File: src/verilog/tsc_cfg.svh
// Register offsets, reset values and timing figures of the timestamp counter
`ifndef TSC_CFG_SVH
`define TSC_CFG_SVH
`define TSC_OFF_CTRL      12'h000
`define TSC_OFF_SEL       12'h004
`define TSC_OFF_PRE_LO    12'h008
`define TSC_OFF_PRE_HI    12'h00c
`define TSC_OFF_CNT_LO    12'h010
`define TSC_OFF_CNT_HI    12'h014
`define TSC_OFF_CAP_LO    12'h018
`define TSC_OFF_CAP_HI    12'h01c
`define TSC_OFF_STAT      12'h020
`define TSC_CTRL_RST      32'h0000_0000
`define TSC_SEL_RST       32'h0000_0000
`define TSC_BIT_RUN       0
`define TSC_BIT_RELOAD_EN 1
`define TSC_BIT_POL_HIGH  2
`define TSC_BIT_STAMP_EN  3
`define TSC_BIT_AUX1_OE   4
`define TSC_BIT_SRC_INT   5
`define TSC_BIT_HALT_PRE  6
`define TSC_STEP_NS       50
`define TSC_CLK_NS        10
`endif

File: src/verilog/tsc_pkg.sv
// Types shared by the timestamp counter files
package tsc_pkg;
    typedef enum logic [1:0] {
        ST_IDLE,
        ST_STAMP,
        ST_DATA
    } stream_state_t;
endpackage : tsc_pkg

File: src/verilog/tsc_sync.sv
// Two-flop synchroniser for a group of level inputs
`timescale 1ns/10ps
`default_nettype none
module tsc_sync #(
    parameter int W = 1
) (
    input wire logic hclk,
    input wire logic hresetn,
    input wire logic [W-1:0] d,
    output logic [W-1:0] q
);
    typedef struct packed {
        logic [W-1:0] s1;
        logic [W-1:0] s2;
    } sync_t;
    sync_t st_r;
    sync_t st_nxt;

    always_comb begin
        st_nxt.s1 = d;
        st_nxt.s2 = st_r.s1;
    end

    always_ff @(posedge hclk or negedge hresetn) begin
        if (!hresetn) begin
            st_r <= '0;
        end else begin
            st_r <= st_nxt;
        end
    end

    assign q = st_r.s2;
endmodule : tsc_sync
`default_nettype wire

File: src/verilog/tsc_tick.sv
// Count-step generator: internal divider or external count clock edges
`timescale 1ns/10ps
`default_nettype none
`include "tsc_cfg.svh"
module tsc_tick #(
    parameter int DIV = `TSC_STEP_NS / `TSC_CLK_NS
) (
    input wire logic hclk,
    input wire logic hresetn,
    input wire logic use_int,
    input wire logic ext_clk_sync,
    output logic tick
);
    typedef struct packed {
        logic [7:0] div;
        logic ext_d;
    } tick_st_t;
    tick_st_t st_r;
    tick_st_t st_nxt;
    logic int_tick;

    assign int_tick = (st_r.div == 8'(DIV - 1));

    always_comb begin
        st_nxt = st_r;
        st_nxt.div = int_tick ? 8'h00 : st_r.div + 8'h01;
        st_nxt.ext_d = ext_clk_sync;
    end

    always_ff @(posedge hclk or negedge hresetn) begin
        if (!hresetn) begin
            st_r <= '0;
        end else begin
            st_r <= st_nxt;
        end
    end

    // Internal source gives one step per 50 ns
    assign tick = use_int ? int_tick : (ext_clk_sync & ~st_r.ext_d);
endmodule : tsc_tick
`default_nettype wire

File: src/verilog/tsc_top.sv
// Timestamp counter with reload, capture and stream insertion, AHB-Lite registers
`timescale 1ns/10ps
`default_nettype none
`include "tsc_cfg.svh"
// ============================================================
module tsc_top
    import tsc_pkg::*;
#(
    parameter int CW = 48,
    parameter int NADC = 16,
    parameter int DW = 32
) (
    input wire logic hclk,
    input wire logic hresetn,
    input wire logic hsel,
    input wire logic [31:0] haddr,
    input wire logic [1:0] htrans,
    input wire logic hwrite,
    input wire logic [2:0] hsize,
    input wire logic [31:0] hwdata,
    input wire logic hready,
    output logic [31:0] hrdata,
    output logic hreadyout,
    output logic hresp,
    input wire logic aux1_in,
    output logic aux1_out,
    output logic aux1_oe,
    input wire logic ext_count_clk,
    input wire logic [NADC-1:0] adc_busy,
    input wire logic adc_valid,
    input wire logic [DW-1:0] adc_data,
    output logic adc_ready,
    output logic out_valid,
    output logic [DW-1:0] out_data,
    output logic out_stamp,
    input wire logic out_ready
);
    // ============================================================
    // State
    typedef struct packed {
        logic [31:0] ctrl;
        logic [NADC-1:0] sel;
        logic [CW-1:0] preset;
        logic [CW-1:0] cnt;
        logic [CW-1:0] cap;
        logic cap_new;
        logic [NADC-1:0] busy_d;
        logic wr_pend;
        logic [11:0] wr_addr;
        logic [31:0] rdata;
        stream_state_t sst;
        logic [1:0] sidx;
        logic [DW-1:0] sword;
        logic [DW-1:0] odata;
        logic ovalid;
        logic ostamp;
        logic [CW-1:0] scap;
    } top_st_t;

    top_st_t st_r;
    top_st_t st_nxt;

    logic aux1_sync;
    logic ext_sync;
    logic [NADC-1:0] busy_sync;
    logic tick;
    logic reload_act;
    logic cap_evt;
    logic [CW-1:0] eff_preset;
    logic at_preset;
    logic addr_ok;
    logic [31:0] rd_mux;

    localparam int NSTAMP = (CW + DW - 1) / DW;

    // ============================================================
    // Input synchronisers
    tsc_sync #(.W(2 + NADC)) u_sync (
        .hclk(hclk),
        .hresetn(hresetn),
        .d({aux1_in, ext_count_clk, adc_busy}),
        .q({aux1_sync, ext_sync, busy_sync})
    );

    tsc_tick u_tick (
        .hclk(hclk),
        .hresetn(hresetn),
        .use_int(st_r.ctrl[`TSC_BIT_SRC_INT]),
        .ext_clk_sync(ext_sync),
        .tick(tick)
    );

    // ============================================================
    // Counter control
    function automatic logic [31:0] word_of(input logic [CW-1:0] v, input logic hi);
        word_of = hi ? 32'(v >> 32) : v[31:0];
    endfunction : word_of

    // Polarity bit set: reload while high; clear: reload while low
    assign reload_act = st_r.ctrl[`TSC_BIT_RELOAD_EN]
                      & (aux1_sync == st_r.ctrl[`TSC_BIT_POL_HIGH]);
    assign cap_evt = |(busy_sync & ~st_r.busy_d & st_r.sel);
    // Zero preset stands for full range
    assign eff_preset = (st_r.preset == '0) ? {CW{1'b1}} : st_r.preset;
    assign at_preset = (st_r.cnt >= eff_preset);

    // Aux one only drives when software enables it and reload is off
    assign aux1_oe = st_r.ctrl[`TSC_BIT_AUX1_OE] & ~st_r.ctrl[`TSC_BIT_RELOAD_EN];
    assign aux1_out = st_r.ctrl[`TSC_BIT_RUN];

    // ============================================================
    // Register read mux
    // Only whole aligned words; other accesses are ignored and leave the last read data, unmapped offsets read as zero
    assign addr_ok = (haddr[1:0] == 2'b00) && (hsize == 3'b010);
    always_comb begin
        case (haddr[11:0])
            `TSC_OFF_CTRL: rd_mux = st_r.ctrl;
            `TSC_OFF_SEL: rd_mux = 32'(st_r.sel);
            `TSC_OFF_PRE_LO: rd_mux = word_of(st_r.preset, 1'b0);
            `TSC_OFF_PRE_HI: rd_mux = word_of(st_r.preset, 1'b1);
            `TSC_OFF_CNT_LO: rd_mux = word_of(st_r.cnt, 1'b0);
            `TSC_OFF_CNT_HI: rd_mux = word_of(st_r.cnt, 1'b1);
            `TSC_OFF_CAP_LO: rd_mux = word_of(st_r.cap, 1'b0);
            `TSC_OFF_CAP_HI: rd_mux = word_of(st_r.cap, 1'b1);
            `TSC_OFF_STAT: rd_mux = {29'h0, at_preset, reload_act, st_r.cap_new};
            default: rd_mux = 32'h0000_0000;
        endcase
    end

    // ============================================================
    // Next state
    always_comb begin
        st_nxt = st_r;
        st_nxt.busy_d = busy_sync;
        st_nxt.wr_pend = 1'b0;
        // Address phase
        if (hsel && hready && htrans[1] && addr_ok) begin
            st_nxt.wr_pend = hwrite;
            st_nxt.wr_addr = haddr[11:0];
            if (!hwrite) begin
                st_nxt.rdata = rd_mux;
            end
        end
        // Counting
        if (reload_act) begin
            st_nxt.cnt = '0;
        end else if (tick && st_r.ctrl[`TSC_BIT_RUN]) begin
            if (!(at_preset && st_r.ctrl[`TSC_BIT_HALT_PRE])) begin
                st_nxt.cnt = st_r.cnt + 1'b1;
            end
        end
        // Data phase write
        if (st_r.wr_pend) begin
            case (st_r.wr_addr)
                `TSC_OFF_CTRL: st_nxt.ctrl = hwdata;
                `TSC_OFF_SEL: st_nxt.sel = hwdata[NADC-1:0];
                `TSC_OFF_PRE_LO: st_nxt.preset[31:0] = hwdata;
                `TSC_OFF_PRE_HI: st_nxt.preset[CW-1:32] = hwdata[CW-33:0];
                `TSC_OFF_STAT: begin
                    if (hwdata[0]) begin
                        st_nxt.cap_new = 1'b0;
                    end
                end
                default: ;
            endcase
        end
        // Capture wins over a software clear
        if (cap_evt) begin
            st_nxt.cap = st_r.cnt;
            st_nxt.cap_new = 1'b1;
        end
        // Stream: optional stamp words ahead of each ADC word
        if (st_r.ovalid && out_ready) begin
            st_nxt.ovalid = 1'b0;
        end
        case (st_r.sst)
            ST_IDLE: begin
                if (adc_valid && (!st_r.ovalid || out_ready)) begin
                    if (st_r.ctrl[`TSC_BIT_STAMP_EN]) begin
                        st_nxt.sword = adc_data;
                        st_nxt.scap = st_r.cap;
                        st_nxt.odata = DW'(st_r.cap);
                        st_nxt.ovalid = 1'b1;
                        st_nxt.ostamp = 1'b1;
                        st_nxt.sidx = 2'd1;
                        st_nxt.sst = (NSTAMP > 1) ? ST_STAMP : ST_DATA;
                    end else begin
                        st_nxt.odata = adc_data;
                        st_nxt.ovalid = 1'b1;
                        st_nxt.ostamp = 1'b0;
                    end
                end
            end
            ST_STAMP: begin
                if (out_ready) begin
                    st_nxt.odata = DW'(st_r.scap >> (DW * int'(st_r.sidx)));
                    st_nxt.ovalid = 1'b1;
                    st_nxt.sidx = st_r.sidx + 2'd1;
                    if (int'(st_r.sidx) == NSTAMP - 1) begin
                        st_nxt.sst = ST_DATA;
                    end
                end
            end
            ST_DATA: begin
                if (out_ready) begin
                    st_nxt.odata = st_r.sword;
                    st_nxt.ovalid = 1'b1;
                    st_nxt.ostamp = 1'b0;
                    st_nxt.sst = ST_IDLE;
                end
            end
            default: st_nxt.sst = ST_IDLE;
        endcase
    end

    always_ff @(posedge hclk or negedge hresetn) begin
        if (!hresetn) begin
            st_r <= '0;
            st_r.ctrl <= `TSC_CTRL_RST;
            st_r.sel <= NADC'(`TSC_SEL_RST);
            st_r.sst <= ST_IDLE;
        end else begin
            st_r <= st_nxt;
        end
    end

    // ============================================================
    // Outputs
    assign hrdata = st_r.rdata;
    assign hreadyout = 1'b1;
    assign hresp = 1'b0;
    assign adc_ready = (st_r.sst == ST_IDLE) && (!st_r.ovalid || out_ready);
    assign out_valid = st_r.ovalid;
    assign out_data = st_r.odata;
    assign out_stamp = st_r.ostamp;

    // ============================================================
    // Checks
    AST_RELOAD_ZERO: assert property (@(posedge hclk) disable iff (!hresetn)
        reload_act |=> (st_r.cnt == '0))
        else $error("Counter not zero after reload");
    AST_POL_HIGH: assert property (@(posedge hclk) disable iff (!hresetn)
        (st_r.ctrl[`TSC_BIT_RELOAD_EN] && st_r.ctrl[`TSC_BIT_POL_HIGH] && aux1_sync)
        |-> reload_act)
        else $error("High aux input did not hold reload");
    AST_COUNT_STEP: assert property (@(posedge hclk) disable iff (!hresetn)
        (tick && st_r.ctrl[`TSC_BIT_RUN] && !reload_act && !st_r.ctrl[`TSC_BIT_HALT_PRE])
        |=> (st_r.cnt == $past(st_r.cnt) + 1'b1))
        else $error("Counter missed a step");
    AST_NO_STEP: assert property (@(posedge hclk) disable iff (!hresetn)
        (!tick && !reload_act) |=> (st_r.cnt == $past(st_r.cnt)))
        else $error("Counter moved without a step");
    AST_CAPTURE: assert property (@(posedge hclk) disable iff (!hresetn)
        cap_evt |=> (st_r.cap == $past(st_r.cnt)) && st_r.cap_new)
        else $error("Capture did not latch counter");
    AST_CAP_HOLD: assert property (@(posedge hclk) disable iff (!hresetn)
        !cap_evt |=> $stable(st_r.cap))
        else $error("Captured value changed without event");
    AST_PRESET_ZERO: assert property (@(posedge hclk) disable iff (!hresetn)
        (st_r.preset == '0) && (st_r.cnt != {CW{1'b1}}) |-> !at_preset)
        else $error("Zero preset not replaced by maximum");
    AST_AUX_OE: assert property (@(posedge hclk) disable iff (!hresetn)
        st_r.ctrl[`TSC_BIT_RELOAD_EN] |-> !aux1_oe)
        else $error("Aux one driven while used as reload");
    AST_STAMP_FIRST: assert property (@(posedge hclk) disable iff (!hresetn)
        (adc_ready && adc_valid && st_r.ctrl[`TSC_BIT_STAMP_EN])
        |=> out_valid && out_stamp && (out_data == DW'($past(st_r.cap))))
        else $error("Stamp word not placed before ADC word");
    AST_SYNC_BUSY: assert property (@(posedge hclk) disable iff (!hresetn)
        $rose(adc_busy[0]) |-> ##2 busy_sync[0])
        else $error("Busy input not synchronised in time");
    AST_HALT_HOLD: assert property (@(posedge hclk) disable iff (!hresetn)
        (st_r.ctrl[`TSC_BIT_HALT_PRE] && at_preset && !reload_act) |=> $stable(st_r.cnt))
        else $error("Counter moved past preset while halted");
    AST_STALL_HOLD: assert property (@(posedge hclk) disable iff (!hresetn)
        (out_valid && !out_ready)
        |=> out_valid && $stable(out_data) && $stable(out_stamp))
        else $error("Stream word changed while stalled");
    AST_ADC_REFUSE: assert property (@(posedge hclk) disable iff (!hresetn)
        (st_r.sst != ST_IDLE) |-> !adc_ready)
        else $error("ADC word accepted while stamp pending");
    AST_STAMP_HI: assert property (@(posedge hclk) disable iff (!hresetn)
        (st_r.sst == ST_STAMP && out_ready)
        |=> out_valid && out_stamp && (out_data == DW'($past(st_r.scap) >> DW)))
        else $error("Upper stamp word wrong");

    COV_RELOAD: cover property (@(posedge hclk) disable iff (!hresetn) reload_act ##1 !reload_act);
    COV_CAPTURE: cover property (@(posedge hclk) disable iff (!hresetn) cap_evt);
    COV_STAMP: cover property (@(posedge hclk) disable iff (!hresetn)
        out_valid && out_stamp && out_ready);
    COV_PRESET: cover property (@(posedge hclk) disable iff (!hresetn) at_preset);
    COV_HALT: cover property (@(posedge hclk) disable iff (!hresetn)
        tick && st_r.ctrl[`TSC_BIT_HALT_PRE] && at_preset);
endmodule : tsc_top
`default_nettype wire

File: config.mk
export PLATFORM = sky130hd
export DESIGN_NAME = tsc_top
export DESIGN_NICKNAME = d
export VERILOG_FILES = /design/src/verilog/tsc_pkg.sv /design/src/verilog/tsc_sync.sv /design/src/verilog/tsc_tick.sv /design/src/verilog/tsc_top.sv
export VERILOG_INCLUDE_DIRS = /design/src /design/src/verilog
export SDC_FILE = /design/constraint.sdc
export NUM_CORES = 1
export LEC_CHECK = 0
export ABC_AREA = 1
export BUFFER_PORTS_ARGS = -buffer_cell sky130_fd_sc_hd__buf_2
export CAP_MARGIN = 25
export CORE_UTILIZATION = 49
export CTS_CLUSTER_SIZE = 12
export DETAILED_ROUTE_END_ITERATION = 7
export PLACE_DENSITY = 0.68
export SLEW_MARGIN = 20
export SYNTH_ARGS = -nofsm -noshare
export SYNTH_HDL_FRONTEND = slang
export SYNTH_SLANG_ARGS = --single-unit
File: constraint.sdc
create_clock -name hclk -period 4.5 [get_ports hclk]
set_clock_uncertainty 0.2 [all_clocks]
set_input_delay 0.675 -clock hclk [delete_from_list [all_inputs] [get_ports hclk]]
set_output_delay 0.675 -clock hclk [all_outputs]
set_load 0.05 [all_outputs]
==> run summary <==
Status - complete, no violations
Fin nets - 2978
CTS tree - built
Leakage - 12.3 nW
Top delay family on crit path - simple AND/OR/NAND/NOR gates
Initial antenna violation count - 1
Critical path cell sequence - nor4_1, nand4_1, nor2_1, nand2_1, inv_1, buf_12, nor2_1, ha_1, nand2_1, nor2_1, nor3b_2, nand2_1, nor2_1, nand2_1, nand2_2, nand3_4, buf_4, nand3_1, nand2_1
Synth Instances - 2698
Initial drt markers - 1660
Util after Layout - 56.5%
Seq/Total Area, Yosys - 49.2%
Initial Util - 50.1%
CTS root buf - clkbuf_16
Async set-reset flop share out of synthesis - 100%
Commonest non-fill, non-tap cell in the layout - nand2_1
Remaining DRCs - 0
ANT nets after route - 0
CTS Buf Count - 47
Die Height - 210 um
Slowest stage delay, CP - 0.46 ns
IO Pins - 197
Crit path required time - 4.75 ns
Syn Nets - 2876
Top_reg_cell synth - dfrtp_1
Setup crit end kind - flip-flop
RR Startpoint - st_r[318]
Tmin final - 3.99 ns
Most frequent cells in the layout - nand2_1, dfrtp_1, inv_1, nor2_1
CP max-delay cell - nor4_1
Longest Clk Path Bufs - 3
Drt total wl - 62400 um
Setup TNS - 0 ns
Overflow after GRT - 0
Die ar. - 0.0441 mm^2
Vias in the first global route - 17700
Fillers - 3950
Dpl ws - 0.572 ns
Ant. Diodes - 0
Final Hold Viols - 0
Slew HR - 33.4%
Measured slew at the worst slew-check pin - 1.00 ns
Post_cts resized - 0
Drt pass-1 iters - 7
Worst min path class - primary input to asynchronous set/reset pin
GR Layer Usage met3 - 4.83%
Synth warn - 0
Share of cells above drive strength 1 - 11.1%
Die X-Extent - 210 um
Setup violators final - 0
Clock Latency Late Sink - 0.58 ns
Crit start category - flip-flop
Via Count - 18300
Syn Area/Cell - 7.86 um^2
RSZ-0062 raised after global routing - no
Period Utilization, post-route - 88.6%
Pwr dens - 418 mW/mm^2
Largest net degree at the start of global routing - 121
Routed WL per cell - 18.3 um
Crit path top cell by count - nand2_1
Reg2reg setup slack - 0.51 ns
Critical path class - flip-flop to flip-flop
Hold_ws - 0.0280 ns
Number of buffers added on ports - 173
Routed vias/inst - 5.38
Maxcap violations - 0
EDFF count, synth - 0
P&R area growth vs syn - 12.8%
Global Route met1 Usage - 41.2%
H-tree depth - 2
RePlAce Congestion - 0.949
Clock Pin Slew Worst Setup and Hold Paths - 0.06 ns
Clock sink count - 417
Flops & latches, synth - 417
Final max-slew violation count - 0
First-pass GRT wire length - 98800 um
# rows - 75
Total GRT Usage - 28.9%
RR Endpoint - st_r[252]
GR peak layer - met2
Reg2reg path depth - 19
Met2 Use GR - 45.3%
WP buf/inv - 3
Post-DP HPWL - 45700 um
CP Data Arrival Time - 4.24 ns
Peak supply drop - 0.404 mV
Final worst slack - 0.515 ns
CORE AREA - 0.0423 mm^2
Syn Std Cell Area - 0.0212 mm^2
Fmax achieved - 251 MHz
CP max FO - 34
Netlist cell types - 42
==> worst max-delay path by stage <==
stage,start,end,slack (ns),cells after the start
6_report,st_r[318],st_r[252],0.51,19
5_1_grt,st_r[306],st_r[256],0.17,20
4_1_cts,st_r[318],st_r[252],0.54,19
3_5_place_dp,st_r[306],st_r[250],0.57,20
3_3_place_gp,st_r[306],st_r[248],0.58,20
2_1_floorplan,st_r[306],st_r[267],1.24,23
==> flip-flops by register name (all words and copies together), names as in the netlist <==
name,flops
aux1_out,1
hrdata,32
st_r,305
u_sync.q,18
out_valid,1
u_sync.st_nxt,18
out_stamp,1
out_data,32
u_tick.st_r,9
==> metrics by stage <==
step	instances	total power, mW	instance area [um^2]
final	3407	10.0	23900
after detailed placement	3309	6.29	22200
after global placement	3306	6.21	22200
after global routing	3407	10.4	23900
after floorplan	2698	5.84	21200
after CTS	3406	10.1	23900
==> metal layers <==
metal,wire (um),part of all wire (%),up-vias
li1,-,-,8803
met1,28200,45,8771
met2,28300,45,650
met3,4320,6.9,98
met4,1550,2.5,2
met5,11,0.018,-
==> cell type report <==
type,instances,area [um^2],share of cell area (%)
Multi-Input combinational cell,1803,8680,36.3
Inverter,299,1120,4.69
Timing Repair Buffer,232,1460,6.09
Clock inverter,11,120,0.502
Tap cell,577,722,3.02
Clock buffer,68,1390,5.79
Sequential cell,417,10400,43.6
==> cell families after synthesis <==
family          Yosys count  share of synthesized area (%)
compound gates          404                           10.8
xor+xnor                 38                           1.57
simple gates           1307                           25.4
other cells               2                         0.0354
fa+ha+maj                52                           3.07
flops                   417                           49.2
buf+inv                 478                           9.97
==> report_power, final <==
| part | total, mW | internal, mW | switching [mW] | leakage, nW |
|---|---|---|---|---|
| sequential | 4.37 | 4.13 | 0.242 | 5.18 |
| combinational | 1.86 | 0.485 | 1.38 | 6.42 |
| clock | 3.76 | 2.24 | 1.52 | 0.736 |
==> synth_stat cells, types with 4 or more instances <==
cell type / n / share of area [%]
nor3_1: 47 / 1.1
nor4_1: 11 / 0.32
buf_1: 9 / 0.16
o22ai_1: 40 / 1.2
buf_4: 67 / 2.4
xor2_1: 36 / 1.5
clkbuf_1: 64 / 1.1
a21oi_1: 116 / 2.7
nor2_1: 291 / 5.2
o21bai_1: 33 / 1.2
inv_1: 296 / 5.2
nand2_1: 739 / 13
nand3_1: 167 / 3.9
a22oi_1: 5 / 0.18
a31oi_1: 4 / 0.12
buf_2: 36 / 0.85
ha_1: 52 / 3.1
nor2_2: 6 / 0.18
o2111ai_1: 25 / 1.0
nand4_1: 27 / 0.80
dfrtp_1: 417 / 49
o21ai_0: 172 / 4.1
==> what timing repair did <==
action / 4_1_cts / 5_1_grt
hold buffers: 18 / 0
buffers inserted: 0 / 0
endpoints found under the hold margin: 18 / 0
(Power assumes the default switching activity.)
